<file path="src/hdl/psbi_params.svh">
// Constants for the processor system bus interface: widths, codes and counts
`ifndef PSBI_PARAMS_SVH
`define PSBI_PARAMS_SVH
`define PSBI_ADDR_W        32
`define PSBI_DATA_W        64
`define PSBI_BURST_BEATS   4
`define PSBI_SECTOR_BYTES  32
`define PSBI_IO_MAX_BYTES  128
`define PSBI_CLK_RATIO     2
`define PSBI_TT_READ       5'h0A
`define PSBI_TT_WRITE      5'h02
`define PSBI_TT_FLUSH      5'h04
`define PSBI_TT_KILL       5'h0C
`define PSBI_TT_IO         5'h10
`endif

</file>
<file path="src/hdl/psbi_pkg.sv">
// Types shared by the processor system bus interface files
package psbi_pkg;
  // Request kinds from the core and cache
  typedef enum logic [2:0] {
    PSBI_REQ_READ  = 3'h0,
    PSBI_REQ_WRITE = 3'h1,
    PSBI_REQ_FILL  = 3'h2,
    PSBI_REQ_WBACK = 3'h3,
    PSBI_REQ_INVAL = 3'h4,
    PSBI_REQ_IO    = 3'h5
  } psbi_req_t;
  // Address tenure states
  typedef enum logic [1:0] {
    PSBI_A_IDLE = 2'h0,
    PSBI_A_REQ  = 2'h1,
    PSBI_A_DRV  = 2'h2,
    PSBI_A_WAIT = 2'h3
  } psbi_ast_t;
  // Data tenure states
  typedef enum logic [1:0] {
    PSBI_D_IDLE = 2'h0,
    PSBI_D_REQ  = 2'h1,
    PSBI_D_BEAT = 2'h2
  } psbi_dst_t;
endpackage : psbi_pkg

</file>
<file path="src/hdl/psbi_bridge.sv">
// Processor system bus interface: address and data tenures toward the system bus
// Notes on behaviour
// RL1 - 32-bit address path, 64-bit data path
// RL2 - Address-only and address-plus-data transactions exist
// RL3 - Address tenure may overlap earlier data tenure (code starts no new address while a data tenure is owed)
// RL4 - Address and data buses owned independently
// RL5 - Bus clock is integer multiple of core (code makes the core clock RATIO times the bus clock)
// RL6 - One to eight bytes per beat
// RL7 - Single beat or exactly four-beat burst
// RL8 - Uncached, inhibited, write-through use single beats (code chooses burst by request kind alone)
// RL9 - Sector fill or writeback bursts 32 bytes
// RL10 - Address-only transactions invalidate remote entries
// RL11 - I/O transfers 1-128 bytes, split protocol (code sends each I/O request as one single-beat write of 1-8 bytes)
// RL12 - Memory start versus separate I/O start
// RL13 - I/O redefines address and attribute signals (code drives them for I/O as for memory; only the type code differs)
// RL14 - Responder terminates address phase, may retry
// RL15 - Termination per beat; burst ends last
// RL16 - Data retry repeats the data phase
// RL17 - Address parity bits and parity error
// RL18 - Data parity bits and parity error
// RL19 - Drive type, size, burst, write-through, inhibit
// RL20 - Active-low pins asserted when low
// RL21 - Separate arbitration for address and data
// RL22 - Reset floats outputs, clears state
// RL23 - Drive only after grant, release after
`include "psbi_params.svh"
`timescale 1ns/1ns
module psbi_bridge #(
  parameter int RATIO = `PSBI_CLK_RATIO
) (
  input  wire logic                          mclk_in,
  input  wire logic                          rst_b_in,
  // Core side request
  input  wire logic                          req_valid_in,
  input  wire psbi_pkg::psbi_req_t           req_kind_in,
  input  wire logic [`PSBI_ADDR_W-1:0]       req_addr_in,
  input  wire logic [3:0]                    req_bytes_in,
  input  wire logic                          req_wt_in,
  input  wire logic                          req_ci_in,
  input  wire logic [`PSBI_DATA_W-1:0]       req_wdata_in,
  output logic                               req_ready_out,
  output logic                               wdata_next_out,
  output logic                               rdata_valid_out,
  output logic [`PSBI_DATA_W-1:0]            rdata_out,
  output logic                               done_out,
  output logic                               perr_out,
  // Bus pins (active low end in _b)
  output logic                               abr_b_out,
  input  wire logic                          abg_b_in,
  output logic                               dbr_b_out,
  input  wire logic                          dbg_b_in,
  output logic                               mem_start_b_out,
  output logic                               io_start_b_out,
  output logic [`PSBI_ADDR_W-1:0]            addr_out,
  output logic [3:0]                         addr_parity_bits_out,
  output logic                               addr_oe_out,
  output logic [4:0]                         transfer_type_code_out,
  output logic [2:0]                         tsiz_out,
  output logic                               burst_b_out,
  output logic                               wt_b_out,
  output logic                               ci_b_out,
  input  wire logic                          aack_b_in,
  input  wire logic                          address_retry_b_in,
  input  wire logic                          ape_b_in,
  input  wire logic [`PSBI_DATA_W-1:0]       data_in,
  input  wire logic [7:0]                    dpar_in,
  output logic [`PSBI_DATA_W-1:0]            data_out,
  output logic [7:0]                         dpar_out,
  output logic                               data_oe_out,
  input  wire logic                          ta_b_in,
  input  wire logic                          dretry_b_in,
  output logic                               dpe_b_out
);
  import psbi_pkg::*;
  initial begin
    if (`PSBI_BURST_BEATS * 8 != `PSBI_SECTOR_BYTES) $error("Burst must cover a sector");
  end

  // Byte parity of a data word, also used for the address [RL17] [RL18]
  function automatic logic [7:0] par8(input logic [63:0] v);
    logic [7:0] p;
    p = '0;
    for (int i = 0; i < 8; i++) p[i] = ^v[8*i +: 8];
    return p;
  endfunction : par8

  // Synchronised pin inputs; active-low inputs reset to negated [RL20]
  logic abg_s, dbg_s, aack_s, address_retry_s, ape_s, ta_s, dretry_s;
  logic [`PSBI_DATA_W-1:0] din_s;
  logic [7:0]              dpin_s;
  wire logic [7:0] dpin_in_w = dpar_in;  // Parity lane bundle
  psbi_sync #(.W(7), .RSTV(7'h7F)) u_sync_ctl (
    .mclk_in (mclk_in),
    .rst_b_in(rst_b_in),
    .d_in    ({abg_b_in, dbg_b_in, aack_b_in, address_retry_b_in, ape_b_in, ta_b_in,
                dretry_b_in}),
    .q_out   ({abg_s, dbg_s, aack_s, address_retry_s, ape_s, ta_s, dretry_s})
  );
  psbi_sync #(.W(72), .RSTV(72'h0)) u_sync_dat (
    .mclk_in (mclk_in),
    .rst_b_in(rst_b_in),
    .d_in    ({dpin_in_w, data_in}),
    .q_out   ({dpin_s, din_s})
  );

  // Bus clock enable; grant, acknowledge and beat decisions happen on it [RL5]
  logic bus_en;
  psbi_bus_clk #(.RATIO(RATIO)) u_bclk (
    .mclk_in   (mclk_in),
    .rst_b_in  (rst_b_in),
    .bus_en_out(bus_en)
  );

  // Latched request
  psbi_req_t               kind_q;
  logic [`PSBI_ADDR_W-1:0] addr_q;
  logic [3:0]              bytes_q;
  logic                    wt_q, ci_q;
  psbi_ast_t               ast_q;
  psbi_dst_t               dst_q;
  logic                    dpend_q;   // Data tenure owed by taken address
  logic [1:0]              beat_q;    // Burst beat counter
  logic                    rd_q;      // Pending data tenure is a read

  // Decode of request kind
  wire logic is_burst  = (kind_q == PSBI_REQ_FILL) || (kind_q == PSBI_REQ_WBACK);  // [RL9]
  wire logic addr_only = (kind_q == PSBI_REQ_INVAL);                              // [RL10]
  wire logic is_io     = (kind_q == PSBI_REQ_IO);                                 // [RL11]
  wire logic is_read   = (kind_q == PSBI_REQ_READ) || (kind_q == PSBI_REQ_FILL);
  // Type code from request kind; ci and wt do not force single beats [RL8] [RL7]
  wire logic [4:0] tt_w = addr_only ? `PSBI_TT_KILL :
                          is_io     ? `PSBI_TT_IO   :
                          is_read   ? `PSBI_TT_READ : `PSBI_TT_WRITE;
  wire logic [2:0] tsiz_w = is_burst ? 3'h2 : bytes_q[2:0];  // 8 bytes encodes 0 [RL6]
  wire logic [7:0] apar_w = par8({32'h0, addr_q});

  // Address accepted, retried or not yet
  wire logic a_ack   = bus_en && (ast_q == PSBI_A_WAIT) && !aack_s;         // [RL14]
  wire logic a_retry = a_ack && !address_retry_s;                                    // [RL14]
  wire logic a_done  = a_ack && address_retry_s;
  // Data beat terminations
  wire logic d_term  = bus_en && (dst_q == PSBI_D_BEAT) && !ta_s;            // [RL15]
  wire logic d_retry = bus_en && (dst_q == PSBI_D_BEAT) && !dretry_s;        // [RL16]
  logic      rd_burst_q;  // Current data tenure is a burst
  wire logic d_last  = d_term && (!rd_burst_q || beat_q == 2'h3);

  // Address tenure machine; separate from data, but no new address while data is owed [RL3] [RL4]
  always_ff @(posedge mclk_in) begin
    if (!rst_b_in) begin
      ast_q   <= PSBI_A_IDLE;
      kind_q  <= PSBI_REQ_READ;
      addr_q  <= '0;
      bytes_q <= '0;
      wt_q    <= 1'b0;
      ci_q    <= 1'b0;
    end else begin
      unique case (ast_q)
        PSBI_A_IDLE: if (req_valid_in && !dpend_q) begin
          ast_q   <= PSBI_A_REQ;
          kind_q  <= req_kind_in;
          addr_q  <= req_addr_in;
          bytes_q <= req_bytes_in;
          wt_q    <= req_wt_in;
          ci_q    <= req_ci_in;
        end
        PSBI_A_REQ: if (bus_en && !abg_s) ast_q <= PSBI_A_DRV;  // Grant first [RL23] [RL21]
        PSBI_A_DRV: if (bus_en) ast_q <= PSBI_A_WAIT;            // Start is one bus cycle
        PSBI_A_WAIT: begin
          if (a_retry) ast_q <= PSBI_A_REQ;                      // Repeat address [RL14]
          else if (a_done) ast_q <= PSBI_A_IDLE;                 // Release bus [RL23]
        end
      endcase
    end
  end

  // Data tenure machine with its own grant [RL21]
  always_ff @(posedge mclk_in) begin
    if (!rst_b_in) begin
      dst_q      <= PSBI_D_IDLE;
      dpend_q    <= 1'b0;
      beat_q     <= '0;
      rd_q       <= 1'b0;
      rd_burst_q <= 1'b0;
    end else begin
      if (a_done && !addr_only) begin  // Address-only owes no data [RL2]
        dpend_q    <= 1'b1;
        rd_q       <= is_read;
        rd_burst_q <= is_burst;
      end
      unique case (dst_q)
        PSBI_D_IDLE: if (dpend_q || (a_done && !addr_only)) dst_q <= PSBI_D_REQ;
        PSBI_D_REQ: if (bus_en && !dbg_s) begin                   // [RL23]
          dst_q  <= PSBI_D_BEAT;
          beat_q <= '0;
        end
        PSBI_D_BEAT: begin
          if (d_retry) beat_q <= beat_q;                         // Same beat again [RL16]
          else if (d_last) begin
            dst_q   <= PSBI_D_IDLE;                              // End tenure [RL15]
            dpend_q <= 1'b0;
          end else if (d_term) beat_q <= beat_q + 2'h1;          // Four beats [RL7]
        end
        default: dst_q <= PSBI_D_IDLE;
      endcase
    end
  end

  // Pin and core outputs, all registered; floated in reset [RL22] [RL20]
  wire logic drv_a = (ast_q == PSBI_A_DRV) || (ast_q == PSBI_A_WAIT);
  wire logic drv_d = (dst_q == PSBI_D_BEAT) && !rd_q;
  always_ff @(posedge mclk_in) begin
    if (!rst_b_in) begin
      abr_b_out <= 1'b1; dbr_b_out <= 1'b1;
      mem_start_b_out <= 1'b1; io_start_b_out <= 1'b1;
      addr_out <= '0; addr_parity_bits_out <= '0; addr_oe_out <= 1'b0;
      transfer_type_code_out <= '0; tsiz_out <= '0;
      burst_b_out <= 1'b1; wt_b_out <= 1'b1; ci_b_out <= 1'b1;
      data_out <= '0; dpar_out <= '0; data_oe_out <= 1'b0; dpe_b_out <= 1'b1;
      req_ready_out <= 1'b0; wdata_next_out <= 1'b0; rdata_valid_out <= 1'b0;
      rdata_out <= '0; done_out <= 1'b0; perr_out <= 1'b0;
    end else begin
      abr_b_out <= !(ast_q == PSBI_A_REQ);                                // [RL21]
      dbr_b_out <= !(dst_q == PSBI_D_REQ);
      mem_start_b_out <= !((ast_q == PSBI_A_DRV) && !is_io);              // [RL12]
      io_start_b_out  <= !((ast_q == PSBI_A_DRV) && is_io);               // [RL12] [RL13]
      addr_oe_out <= drv_a;                                               // [RL23]
      addr_out <= addr_q;                                                 // [RL1]
      addr_parity_bits_out <= apar_w[3:0];  // One bit per address byte [RL17]
      transfer_type_code_out <= tt_w;                                     // [RL19]
      tsiz_out    <= tsiz_w;
      burst_b_out <= !is_burst;
      wt_b_out    <= !wt_q;
      ci_b_out    <= !ci_q;
      data_oe_out <= drv_d;
      data_out    <= req_wdata_in;                                        // [RL1]
      dpar_out    <= par8(req_wdata_in);                                  // [RL18]
      dpe_b_out   <= !(d_term && rd_q && (par8(din_s) != dpin_s));        // [RL18]
      req_ready_out   <= (ast_q == PSBI_A_IDLE) && !dpend_q;
      wdata_next_out  <= d_term && !rd_q && !d_retry;
      rdata_valid_out <= d_term && rd_q && !d_retry;
      rdata_out       <= din_s;
      done_out <= (a_done && addr_only) || (d_last && !d_retry);
      perr_out <= !ape_s || (d_term && rd_q && (par8(din_s) != dpin_s));
    end
  end

  // Address pins only driven with grant-started tenure
  addr_grant_a: assert property (@(posedge mclk_in) disable iff (!rst_b_in)
    $rose(addr_oe_out) |-> $past(abg_s, 2) == 1'b0 || $past(abg_s, 3) == 1'b0) // [RL23]
    else $error("Address driven without grant");
  start_excl_a: assert property (@(posedge mclk_in) disable iff (!rst_b_in)
    !(mem_start_b_out == 1'b0 && io_start_b_out == 1'b0)) // [RL12]
    else $error("Both transfer starts asserted");
  burst_len_a: assert property (@(posedge mclk_in) disable iff (!rst_b_in)
    (d_term && rd_burst_q && beat_q != 2'h3 && !d_retry) |=> (dst_q == PSBI_D_BEAT)) // [RL7]
    else $error("Burst ended before fourth beat");
  retry_hold_a: assert property (@(posedge mclk_in) disable iff (!rst_b_in)
    d_retry |=> $stable(beat_q) && dst_q == PSBI_D_BEAT) // [RL16]
    else $error("Data retry did not repeat beat");
  aretry_a: assert property (@(posedge mclk_in) disable iff (!rst_b_in)
    a_retry |=> ast_q == PSBI_A_REQ) // [RL14]
    else $error("Address retry not repeated");
  inval_nodata_a: assert property (@(posedge mclk_in) disable iff (!rst_b_in)
    (a_done && addr_only && !dpend_q) |=> !dpend_q) // [RL10]
    else $error("Address-only tenure owed data");
  reset_float_a: assert property (@(posedge mclk_in)
    !rst_b_in |=> !addr_oe_out && !data_oe_out) // [RL22]
    else $error("Pins driven after reset");
  single_beat_a: assert property (@(posedge mclk_in) disable iff (!rst_b_in)
    (d_term && !rd_burst_q && !d_retry) |=> dst_q == PSBI_D_IDLE) // [RL15]
    else $error("Single beat tenure not ended");
  cov_burst_c: cover property (@(posedge mclk_in) disable iff (!rst_b_in) d_last && rd_burst_q);
  cov_aretry_c: cover property (@(posedge mclk_in) disable iff (!rst_b_in) a_retry);
  cov_overlap_c: cover property (@(posedge mclk_in) disable iff (!rst_b_in)
    drv_a && dst_q == PSBI_D_BEAT);
endmodule : psbi_bridge

</file>
<file path="src/hdl/psbi_sync.sv">
// Two-flop synchroniser for inputs arriving from bus pins
`timescale 1ns/1ns
module psbi_sync #(
  parameter int W     = 1,
  parameter logic [W-1:0] RSTV = '0
) (
  input  wire logic         mclk_in,
  input  wire logic         rst_b_in,
  input  wire logic [W-1:0] d_in,
  output logic      [W-1:0] q_out
);
  logic [W-1:0] meta_q;  // First stage, read only by second
  // Two stages; both load RSTV in reset
  always_ff @(posedge mclk_in) begin
    if (!rst_b_in) begin
      meta_q <= RSTV;
      q_out  <= RSTV;
    end else begin
      meta_q <= d_in;
      q_out  <= meta_q;
    end
  end
endmodule : psbi_sync

</file>
<file path="src/hdl/psbi_bus_clk.sv">
// Bus clock enable divider: one-cycle pulse every RATIO processor cycles
`include "psbi_params.svh"
`timescale 1ns/1ns
module psbi_bus_clk #(
  parameter int RATIO = `PSBI_CLK_RATIO
) (
  input  wire logic mclk_in,
  input  wire logic rst_b_in,
  output logic      bus_en_out
);
  localparam int CW = (RATIO > 1) ? $clog2(RATIO) : 1;
  logic [CW-1:0] cnt_q;  // Processor cycles into bus cycle
  initial begin
    if (RATIO < 1) $error("RATIO must be at least 1");
  end
  // Integer ratio keeps bus edges on processor edges [RL5]
  always_ff @(posedge mclk_in) begin
    if (!rst_b_in) begin
      cnt_q      <= '0;
      bus_en_out <= 1'b0;
    end else begin
      cnt_q      <= (cnt_q == CW'(RATIO - 1)) ? '0 : cnt_q + CW'(1);
      bus_en_out <= (cnt_q == CW'(RATIO - 1));
    end
  end
endmodule : psbi_bus_clk

</file>
<file path="config.mk">
export PLATFORM = sky130hd
export DESIGN_NAME = psbi_bridge
export DESIGN_NICKNAME = d
export VERILOG_FILES = /design/src/hdl/psbi_pkg.sv /design/src/hdl/psbi_bridge.sv /design/src/hdl/psbi_sync.sv /design/src/hdl/psbi_bus_clk.sv
export VERILOG_INCLUDE_DIRS = /design/src /design/src/hdl
export SDC_FILE = /design/constraint.sdc
export NUM_CORES = 1
export LEC_CHECK = 0
export ABC_AREA = 0
export BUFFER_PORTS_ARGS = -buffer_cell sky130_fd_sc_hd__buf_2
export CAP_MARGIN = 20
export CORE_ASPECT_RATIO = 2
export CORE_MARGIN = 2
export CORE_UTILIZATION = 51
export DETAILED_ROUTE_END_ITERATION = 12
export GPL_TIMING_DRIVEN = 1
export MAX_ROUTING_LAYER = met4
export PLACE_DENSITY_LB_ADDON = 0.12
export SYNTH_ARGS = -nofsm -noshare
export SYNTH_HDL_FRONTEND = slang
export SYNTH_SLANG_ARGS = --single-unit
export TNS_END_PERCENT = 20
</file>
<file path="constraint.sdc">
create_clock -name mclk_in -period 2.28 [get_ports mclk_in]
set_input_delay 0 -clock mclk_in [delete_from_list [all_inputs] [get_ports mclk_in]]
set_output_delay 0 -clock mclk_in [all_outputs]
set_load 0.02 [all_outputs]
</file>
==> results of run 1 <==
[registers in the layout (all words and copies together), names as in the netlist, 4 cells and up]
name	count
addr_out	32
addr_parity_bits_out	4
addr_q	32
data_out	64
dpar_out	8
rdata_out	64
transfer_type_code_out	4
u_sync_ctl.meta_q	7
u_sync_ctl.q_out	7
u_sync_dat.meta_q	72
u_sync_dat.q_out	72
[layout by cell type, fill, tap and decap left out, types with 13 or more instances in the layout]
cell type and n:
and2_1 306, dfxtp_1 403, nor2_1 97, buf_2 378, nand2_1 21, clkbuf_16 35
a21oi_1 13, dlygate4sd3_1 186, xnor2_1 108, xor2_1 24, nand2b_1 17, o21ai_0 35
[how the worst max path moves through the flow]
stage                     endpoint  depth (start not counted)                  from
after detailed placement  perr_out                          6  u_sync_dat.q_out[18]
after floorplan               ci_q                          7              ast_q[0]
final                     perr_out                          6  u_sync_dat.q_out[42]
after global placement    perr_out                          6  u_sync_dat.q_out[21]
after CTS                 perr_out                          6  u_sync_dat.q_out[21]
after global routing      perr_out                          6  u_sync_dat.q_out[18]
[area by class of cell]
type | instances | share of cell area [%]
antenna | 2 | 0.0281
clock buffer | 47 | 5.56
clock inverter | 12 | 0.548
inverter | 8 | 0.169
multi-input combinational | 673 | 24.6
sequential | 403 | 45.3
tap | 332 | 2.33
timing repair buffer | 571 | 21.5
[through the flow]
stage                     area (um^2)  power, W
after floorplan                 12700   0.00991
after global placement          14900    0.0107
after detailed placement        14900    0.0108
after CTS                       17800    0.0167
after global routing            17800    0.0173
final                           17800    0.0165
[critical path: cells and delay by family, from the launching register on]
kind | cells | cell delay, ns
xor gates and xnor gates | 3 | 0.90
DFF | 1 | 0.35
AOI/OAI and AO/OA | 2 | 0.26
and+or+nand+nor | 1 | 0.16
[where the power goes]
group	switching [W]	internal (W)	total, W
clock network	0.00250	0.00317	0.00567
logic	0.00152	0.00138	0.00290
registers	0.000282	0.00767	0.00795
total	0.00430	0.0122	0.0165
[cell usage after synthesis (2+ instances only)]
cell type	n	area [um^2]
o22ai_1	2	12.5
ha_1	5	62.6
nand2_1	21	78.8
nand4_1	3	18.8
nor3b_1	4	30.0
a21oi_1	13	65.1
nand3_1	3	15.0
and2_1	306	1910
and3_1	3	18.8
xnor3_1	8	180
inv_1	8	30.0
nor2_1	97	364
o21ai_0	35	175
xnor2_1	108	946
xor2_1	24	210
mux2i_1	3	30.0
nand3b_1	2	15.0
o41ai_1	2	17.5
clkbuf_1	51	191
nand2b_1	17	106
dfxtp_1	403	8070
nor2b_1	4	25.0
[repair_timing]
action	in CTS	in global routing
endpoints found under the setup margin	0	0
endpoints found under the hold margin	196	0
hold buffers	186	0
[cells by family after synthesis]
family                   synth area share [%]
AND/OR/NAND/NOR                          20.7
flip-flops                               63.6
XOR/XNOR                                 10.5
buffers and inverters                    1.84
AO/OA/AOI/OAI                            2.58
adder cells (fa/ha/maj)                 0.493
multiplexers                            0.237
other                                  0.0296
[layer usage]
layer  vias to the layer above  track usage, %  part of all wire, %
met2                       319            39.5                   53
li1                       4621               -                    -
met1                      4246            22.3                   36
met3                        91            4.61                  5.8
met4                         0            10.4                  4.5
met5                         -               -                    0
==> impl_metrics.env, run 1 <==
export IMPL_hold_violations=0
export IMPL_cts_buffers=35
export IMPL_core_area_mm2=0.0244
export IMPL_setup_tns_final_ns=0
export IMPL_syn_avg_cell_area_um2=11.2
export IMPL_first_global_vias=9230
export IMPL_ios=382
export IMPL_antenna_found_initial=1
export IMPL_syn_inst=1137
export IMPL_timing_rr_start="u_sync_dat.q_out[42]"
export IMPL_gr_total_overflow=0
export IMPL_drt_wl_total_mm=29.3
export IMPL_p_per_area_mw_per_mm2=927
export IMPL_nNetsFinal=1884
export IMPL_synth_seq_cells=403
export IMPL_r2r_end="perr_out"
export IMPL_reg2reg_setup_slack_ns=0.49
export IMPL_clock_sinks=403
export IMPL_nFillCells=1734
export IMPL_critPathLaunchType="flop"
export IMPL_stdcell_count=2048
export IMPL_required_ns=2.66
export IMPL_cpPeakStageDelay_ns=0.42
export IMPL_cts_root_buf="clkbuf_16"
export IMPL_min_from="req_valid_in"
export IMPL_whs_ns=0.141
export IMPL_grt_pass1_wl_mm=44.2
export IMPL_path_clk_slew_ns=0.07
export IMPL_place_inst=1801
export IMPL_initial_utilization_pct=51.9
export IMPL_grt_start_max_net_pins=188
export IMPL_dieArea_mm2=0.0262
export IMPL_synth_ff_type="dfxtp_1"
export IMPL_cp_max_fo=2
export IMPL_multiInputGateArea_mm2=0.00439
export IMPL_ff_latch_area_mm2=0.00807
export IMPL_gp_congestion=0.830
export IMPL_fin_util_pct=73.0
export IMPL_fp_dieH_um=227
export IMPL_cts_setup_buffers=0
export IMPL_synth_nets=1329
export IMPL_worstSetupPathType="reg -> reg"
export IMPL_fin_crit_ns=1.79
export IMPL_cp_cell_sequence="xor2_1 -> xnor3_1 -> xnor2_1 -> nand4_1 -> o211ai_2 -> o21ai_2"
export IMPL_routed_via_count=9277
export IMPL_routed_via_density=4.53
export IMPL_synth_cell_types=37
export IMPL_synth_edf_count=0
export IMPL_syn_to_final_growth_pct=40.5
export IMPL_wl_per_cell_um=14.3
export IMPL_fin_skew_ns=0.0170
export IMPL_remaining_drc_errors=0
export IMPL_hold_class="in -> reg"
export IMPL_cp_arrival_ns=2.17
export IMPL_mappedNetlistArea_mm2=0.0127
export IMPL_rsz0062_at_grt="no"
export IMPL_final_antenna_net_count=0
export IMPL_dr_pass1_iters=4
export IMPL_worst_pin_slew_ns=0.626
export IMPL_max_vdd_ir_drop_mv=0.831
export IMPL_clockBufferDepth=3
export IMPL_slew_headroom_pct=58.2
export IMPL_synth_yosys_seq_area_share_pct=63.6
export IMPL_whs_path_depth=5
export IMPL_maxCapViolCount=0
export IMPL_yosys_warnings=0
export IMPL_dr_first_iter_drc_count=429
export IMPL_clock_latency_ns=0.51
export IMPL_min_period_over_period_pct=78.3
export IMPL_setup_viol=0
export IMPL_fin_ws_ns=0.495
export IMPL_cts_max_level=2
export IMPL_cts_tree="yes"
export IMPL_crit_path_top_delay_cell="xnor3_1"
export IMPL_r2r_cells=6
export IMPL_drive_above_1_share_pct=25.8
export IMPL_cp_end_kind="flop"
export IMPL_cts_resized=0
export IMPL_outcome="finished clean"
export IMPL_dpl_hpwl_mm=18.8
export IMPL_max_freq_ghz=0.560
export IMPL_p_leak_nw=8.23
export IMPL_async_reset_ff_share_pct=0
export IMPL_die_width_um=116
export IMPL_row_count=81
export IMPL_port_buffers=379
export IMPL_pre_cts_ws_ns=0.420
export IMPL_maxSlewViolCount=0
export IMPL_grtUsageTotal_pct=21.9
export IMPL_min_to="addr_q[6]"
Note: power is estimated with default switching activity, not from simulation.
==> inputs of run 2 (changes only) <==
ABC_AREA = 1   (was 0)
clock period = 1.8 ns   (was 2.28 ns; I/O delays follow)
==> run 2 against run 1 <==
Against the previous run: hold slack gained 0.061 ns; maximum frequency grew 10%; register-to-register slack lost 0.31 ns; setup slack worse by 0.31 ns; clock skew is 0.0012 ns higher; die area grew 5.3%; core utilization decreased by 0.34 points; synthesized cell count up 40%; final cell count up 24%; routed wire length up 13%; sequential power increased by 28%; critical path type unchanged; largest cell class unchanged.
==> impl_metrics.env, run 2 <==
export IMPL_final_common_cell="nand2_1"
export IMPL_mappedNetlistArea_mm2=0.0134
export IMPL_min_period_over_period_pct=89.9
export IMPL_r2r_end="addr_q[27]"
export IMPL_reg2reg_setup_slack_ns=0.18
export IMPL_p_leak_nw=11.0
export IMPL_remaining_drc_errors=0
export IMPL_fin_util_pct=72.6
export IMPL_power_frac_clock_pct=34.8
export IMPL_gp_congestion=0.881
export IMPL_dr_first_iter_drc_count=461
export IMPL_synthTopCellsByArea="dfxtp_1, nand2_1, inv_1"
export IMPL_clock_latency_ns=0.52
export IMPL_syn_to_final_growth_pct=39.8
export IMPL_r2r_cells=8
export IMPL_drive_above_1_share_pct=21.4
export IMPL_synth_yosys_seq_area_share_pct=60.3
export IMPL_critPathLaunchType="flop"
export IMPL_cp_max_fo=31
export IMPL_fin_ws_ns=0.183
export IMPL_cp_end_kind="flop"
export IMPL_fp_dieH_um=233
export IMPL_cp_arrival_ns=2.00
export IMPL_grtUsageTotal_pct=24.1
export IMPL_max_vdd_ir_drop_mv=0.977
export IMPL_routed_via_density=4.41
export IMPL_yosys_warnings=0
export IMPL_cts_tree="yes"
export IMPL_seqPwrFrac_pct=48.4
export IMPL_hold_class="in -> reg"
export IMPL_final_antenna_net_count=0
export IMPL_wl_per_cell_um=13.1
export IMPL_critPathCapture="addr_q[27]"
export IMPL_p_per_area_mw_per_mm2=1120
export IMPL_max_freq_ghz=0.618
export IMPL_clockBufferDepth=3
export IMPL_synth_area_leader_cell="dfxtp_1"
export IMPL_synth_edf_count=0
export IMPL_placedInstanceArea_mm2=0.0156
export IMPL_drt_wl_total_mm=33.1
export IMPL_diodes=0
export IMPL_final_area_mm2=0.0187
export IMPL_nNetsFinal=2364
export IMPL_clock_sinks=403
export IMPL_synth_ff_type="dfxtp_1"
export IMPL_cts_buffers=36
export IMPL_worstSetupPathType="reg -> reg"
export IMPL_reg_top3="u_sync_dat.meta_q (72), u_sync_dat.q_out (72)"
export IMPL_synth_seq_cells=403
export IMPL_required_ns=2.18
export IMPL_row_count=83
export IMPL_synth_nets=1787
export IMPL_async_reset_ff_share_pct=0
export IMPL_grt_pass1_wl_mm=51.5
export IMPL_die_width_um=119
export IMPL_switchingPower_w=0.00556
export IMPL_cts_root_buf="clkbuf_16"
export IMPL_fin_crit_ns=1.62
export IMPL_dieArea_mm2=0.0276
export IMPL_nFillCells=1943
export IMPL_setup_viol=0
export IMPL_switching_share_pct=26.5
export IMPL_gr_total_overflow=0
export IMPL_grt_start_max_net_pins=107
export IMPL_whs_ns=0.202
export IMPL_yosysMostFrequentCell="nand2_1"
export IMPL_maxCapViolCount=0
export IMPL_mostFrequentLayoutCells="nand2_1, dfxtp_1, inv_1"
export IMPL_syn_avg_cell_area_um2=8.38
export IMPL_intPower_w=0.0154
export IMPL_rsz0062_at_grt="no"
export IMPL_first_global_vias=11103
export IMPL_outcome="finished clean"
export IMPL_dr_pass1_iters=5
export IMPL_setup_tns_final_ns=0
export IMPL_path_clk_slew_ns=0.07
export IMPL_timing_rr_start="ast_q[1]"
export IMPL_routed_via_count=11176
export IMPL_ios=382
export IMPL_p_comb_share_pct=16.9
export IMPL_netlist_area_leader_share_pct=60.3
export IMPL_cts_max_level=2
export IMPL_fin_skew_ns=0.0182
export IMPL_antenna_found_initial=0
export IMPL_ys_top_cells_by_count="nand2_1, dfxtp_1, inv_1"
export IMPL_critical_path_startpoint="ast_q[1]"
export IMPL_dpl_hpwl_mm=21.7
export IMPL_pre_cts_ws_ns=0.191
export IMPL_port_buffers=379
export IMPL_initial_utilization_pct=51.9
export IMPL_synth_cell_types=29
export IMPL_maxSlewViolCount=0
export IMPL_core_area_mm2=0.0258
export IMPL_worst_pin_slew_ns=0.633
export IMPL_slew_headroom_pct=57.8
export IMPL_hold_violations=0
export IMPL_syn_inst=1595
==> run 2: layout make-up <==
cell class | count | area (um^2) | share of cell area, %
sequential | 403 | 8070 | 43.1
timing repair buffer | 587 | 4010 | 21.4
multi-input combinational | 757 | 3640 | 19.5
inverter | 387 | 1450 | 7.77
clock buffer | 51 | 1050 | 5.61
tap | 340 | 425 | 2.27
clock inverter | 7 | 62.6 | 0.335
==> run 2: cell families after synthesis <==
kind of cell             count (synthesis)  synth area share [%]
other                                    1                0.0280
AO/OA/AOI/OAI                           91                  3.56
AND/OR/NAND/NOR                        565                  16.9
adder cells (fa/ha/maj)                  5                 0.468
flip-flops                             403                  60.3
buffers and inverters                  435                  12.5
XOR/XNOR                                95                  6.22
==> run 2: critical path, stage by stage, from the launching register on <==
cell and delay [ns]:
dfxtp_1 0.32, inv_1 0.11, ha_1 0.17, inv_1 0.07, nor3_2 0.25, inv_2 0.14
buf_12 0.19, nor2_1 0.13, a21oi_1 0.06
==> run 2: what timing repair did <==
action | 4_1_cts | 5_1_grt
endpoints found under the setup margin | 0 | 1
gates resized for setup | 0 | 0
hold buffers | 195 | 0
buffers inserted | 0 | 5
hold endpoints to repair | 215 | 0
==> run 2: how the worst min path moves through the flow <==
stage	from	end	slack, ns	cells past startpoint
2_1_floorplan	req_wdata_in[0]	data_out[0]	0.1	2
3_5_place_dp	data_in[61]	u_sync_dat.meta_q[61]	0.18	3
3_3_place_gp	data_in[45]	u_sync_dat.meta_q[45]	0.18	3
6_report	data_in[62]	u_sync_dat.meta_q[62]	0.20	4
4_1_cts	ta_b_in	u_sync_ctl.meta_q[1]	0.17	3
5_1_grt	data_in[46]	u_sync_dat.meta_q[46]	0.21	4
==> run 2: stage by stage <==
step | instances | total power, W
after detailed placement | 2274 | 0.0134
after CTS | 2527 | 0.0211
after global routing | 2532 | 0.0219
after global placement | 2274 | 0.0133
final | 2532 | 0.0210
after floorplan | 1595 | 0.0124
==> run 2: power by group through the flow <==
stage | Clock, W | Combinational, W | Sequential (W)
5_1_grt | 0.00782 | 0.00390 | 0.0102
4_1_cts | 0.00748 | 0.00345 | 0.0101
2_1_floorplan | 0 | 0.00161 | 0.0107
3_3_place_gp | 0 | 0.00302 | 0.0103
6_report | 0.00730 | 0.00354 | 0.0102
3_5_place_dp | 0 | 0.00309 | 0.0103
==> run 2: layer usage <==
layer | vias to the layer above | wire length [um] | GRT usage (%)
li1 | 5698 | - | -
met3 | 123 | 1860 | 4.78
met5 | - | 0 | -
met2 | 372 | 17900 | 45.2
met4 | 0 | 1850 | 13.5
met1 | 4983 | 11500 | 22.5
==> inputs of run 3 (changes only) <==
CORE_ASPECT_RATIO = 0.9   (was 2)
==> run 3 against run 2 <==
Against the previous run: design area up 0.99%; routed wire length is 3.5% lower; total power grew 2.5%; clock power is 8.4% higher; die area decreased by 0.27%; largest power group unchanged; clock skew is 0.0066 ns lower.
==> impl_metrics.env, run 3 (synthesis results as in run 2) <==
export IMPL_clock_sinks=403
export IMPL_p_leak_nw=11.1
export IMPL_dr_pass1_iters=4
export IMPL_syn_to_final_growth_pct=41.2
export IMPL_critPathLaunchType="flop"
export IMPL_hold_class="in -> reg"
export IMPL_grtUsageTotal_pct=22.9
export IMPL_dr_first_iter_drc_count=533
export IMPL_cp_end_kind="flop"
export IMPL_reg_top3="u_sync_dat.meta_q (72), u_sync_dat.q_out (72)"
export IMPL_worst_pin_slew_ns=0.610
export IMPL_switching_share_pct=26.1
export IMPL_final_antenna_net_count=0
export IMPL_routed_via_count=11039
export IMPL_mostFrequentLayoutCells="nand2_1, dfxtp_1, inv_1"
export IMPL_fin_skew_ns=0.0116
export IMPL_grt_pass1_wl_mm=49.7
export IMPL_slew_headroom_pct=59.3
export IMPL_remaining_drc_errors=0
export IMPL_nFillCells=1911
export IMPL_hold_violations=0
export IMPL_max_vdd_ir_drop_mv=0.817
export IMPL_switchingPower_w=0.00561
export IMPL_routed_via_density=4.32
export IMPL_die_width_um=175
export IMPL_worstSetupPathType="reg -> reg"
export IMPL_cts_max_level=2
export IMPL_initial_utilization_pct=51.6
export IMPL_maxCapViolCount=0
export IMPL_rsz0062_at_grt="no"
export IMPL_crit_path_top_delay_cell="dfxtp_1"
export IMPL_seqPwrFrac_pct=47.2
export IMPL_gp_congestion=0.786
export IMPL_setup_viol=0
export IMPL_core_area_mm2=0.0259
export IMPL_grt_start_max_net_pins=116
export IMPL_worst_path_most_repeated_cell="inv_1"
export IMPL_fin_crit_ns=1.65
export IMPL_dpl_hpwl_mm=19.7
export IMPL_first_global_vias=10669
export IMPL_cp_arrival_ns=2.02
export IMPL_intPower_w=0.0159
export IMPL_outcome="finished clean"
export IMPL_fp_dieH_um=158
export IMPL_min_period_over_period_pct=91.6
export IMPL_row_count=56
export IMPL_multiInputGateArea_mm2=0.00364
export IMPL_gr_total_overflow=0
export IMPL_dieArea_mm2=0.0275
export IMPL_cts_buffers=40
export IMPL_p_comb_share_pct=16.1
export IMPL_cp_cell_sequence="inv_1 -> ha_1 -> inv_1 -> nor3_2 -> inv_4 -> buf_12 -> nor2_1 -> a21oi_1"
export IMPL_power_frac_clock_pct=36.7
export IMPL_clockBufferDepth=3
export IMPL_p_per_area_mw_per_mm2=1140
export IMPL_setup_tns_final_ns=0
export IMPL_port_buffers=379
export IMPL_antenna_found_initial=3
export IMPL_cts_tree="yes"
export IMPL_clock_latency_ns=0.51
export IMPL_cp_max_fo=25
export IMPL_wl_per_cell_um=12.5
export IMPL_drt_wl_total_mm=32.0
export IMPL_final_common_cell="nand2_1"
export IMPL_maxSlewViolCount=0
export IMPL_cpPeakStageDelay_ns=0.33
export IMPL_max_freq_ghz=0.606
export IMPL_power_w=0.0215
export IMPL_nNetsFinal=2372
export IMPL_drive_above_1_share_pct=21.4
export IMPL_cts_root_buf="clkbuf_16"
export IMPL_cts_setup_buffers=0
export IMPL_ff_latch_area_mm2=0.00807
export IMPL_ios=382
export IMPL_path_clk_slew_ns=0.06
export IMPL_required_ns=2.17
==> run 3: changes by cell type in the layout (fill, tap and decap cells not counted), sizes merged <==
cell / change
buf: -4
clkbuf: +10
clkinv: +1
clkinvlp: -1
diode: +3
dlygate4sd3: +8
==> run 3: path summary, 6_finish.rpt <==
path / startpoint / end / slack, ns / depth (start not counted)
worst max-delay path: ast_q[1] / addr_q[9] / 0.15 / 8
worst min-delay path: data_in[37] / u_sync_dat.meta_q[37] / 0.20 / 4
worst max register to register: ast_q[1] / addr_q[9] / 0.15 / 8
worst min register to register: ci_q / ci_b_out / 0.40 / 1
==> run 3: timing repair <==
item,in CTS,in global routing
endpoints found under the hold margin,214,0
setup endpoints to repair,0,15
gates resized for setup,0,2
hold buffers,203,0
==> run 3: per-stage QoR <==
| step | std cells | hold WS, ns | setup WS, ns | util (%) | cell area (um^2) |
|---|---|---|---|---|---|
| 5_1_grt | 2557 | 0.211 | 0.0268 | 72.9 | 18900 |
| 4_1_cts | 2554 | 0.185 | 0.120 | 72.8 | 18900 |
| 3_5_place_dp | 2283 | 0.183 | 0.133 | 60.1 | 15600 |
| 2_1_floorplan | 1595 | 0.0976 | 0.448 | - | 13400 |
| 6_report | 2557 | 0.200 | 0.150 | 72.9 | 18900 |
| 3_3_place_gp | 2283 | 0.181 | 0.228 | 60.1 | 15600 |
==> run 3: routing by layer <==
metal | vias up | global-route usage, % | share of wire [%]
li1 | 5717 | - | -
met1 | 4887 | 26.0 | 41
met2 | 321 | 39.0 | 48
met3 | 114 | 4.73 | 5.3
met4 | 0 | 11.1 | 5.0
met5 | - | - | 0
==> run 3: cell type report <==
cell class	instances	share of cell area [%]
timing repair buffer	591	21.3
antenna	3	0.0397
sequential	403	42.7
inverter	387	7.70
tap	348	2.31
clock buffer	61	6.31
multi-input combinational	757	19.3
clock inverter	7	0.318
==> run 3: worst max-delay path: cells and delay by family (launching register included) <==
kind	cells	cell delay [ns]
AO/OA/AOI/OAI	1	0.06
adder cells (fa/ha/maj)	1	0.17
buffers and inverters	4	0.56
flip-flops	1	0.33
AND/OR/NAND/NOR	2	0.39
==> run 3: power by group through the flow <==
stage	combinational [W]	sequential, W	clock [W]
4_1_cts	0.00343	0.0101	0.00807
3_5_place_dp	0.00306	0.0103	0
3_3_place_gp	0.00299	0.0103	0
2_1_floorplan	0.00161	0.0107	0
6_report	0.00347	0.0101	0.00791
5_1_grt	0.00383	0.0102	0.00846
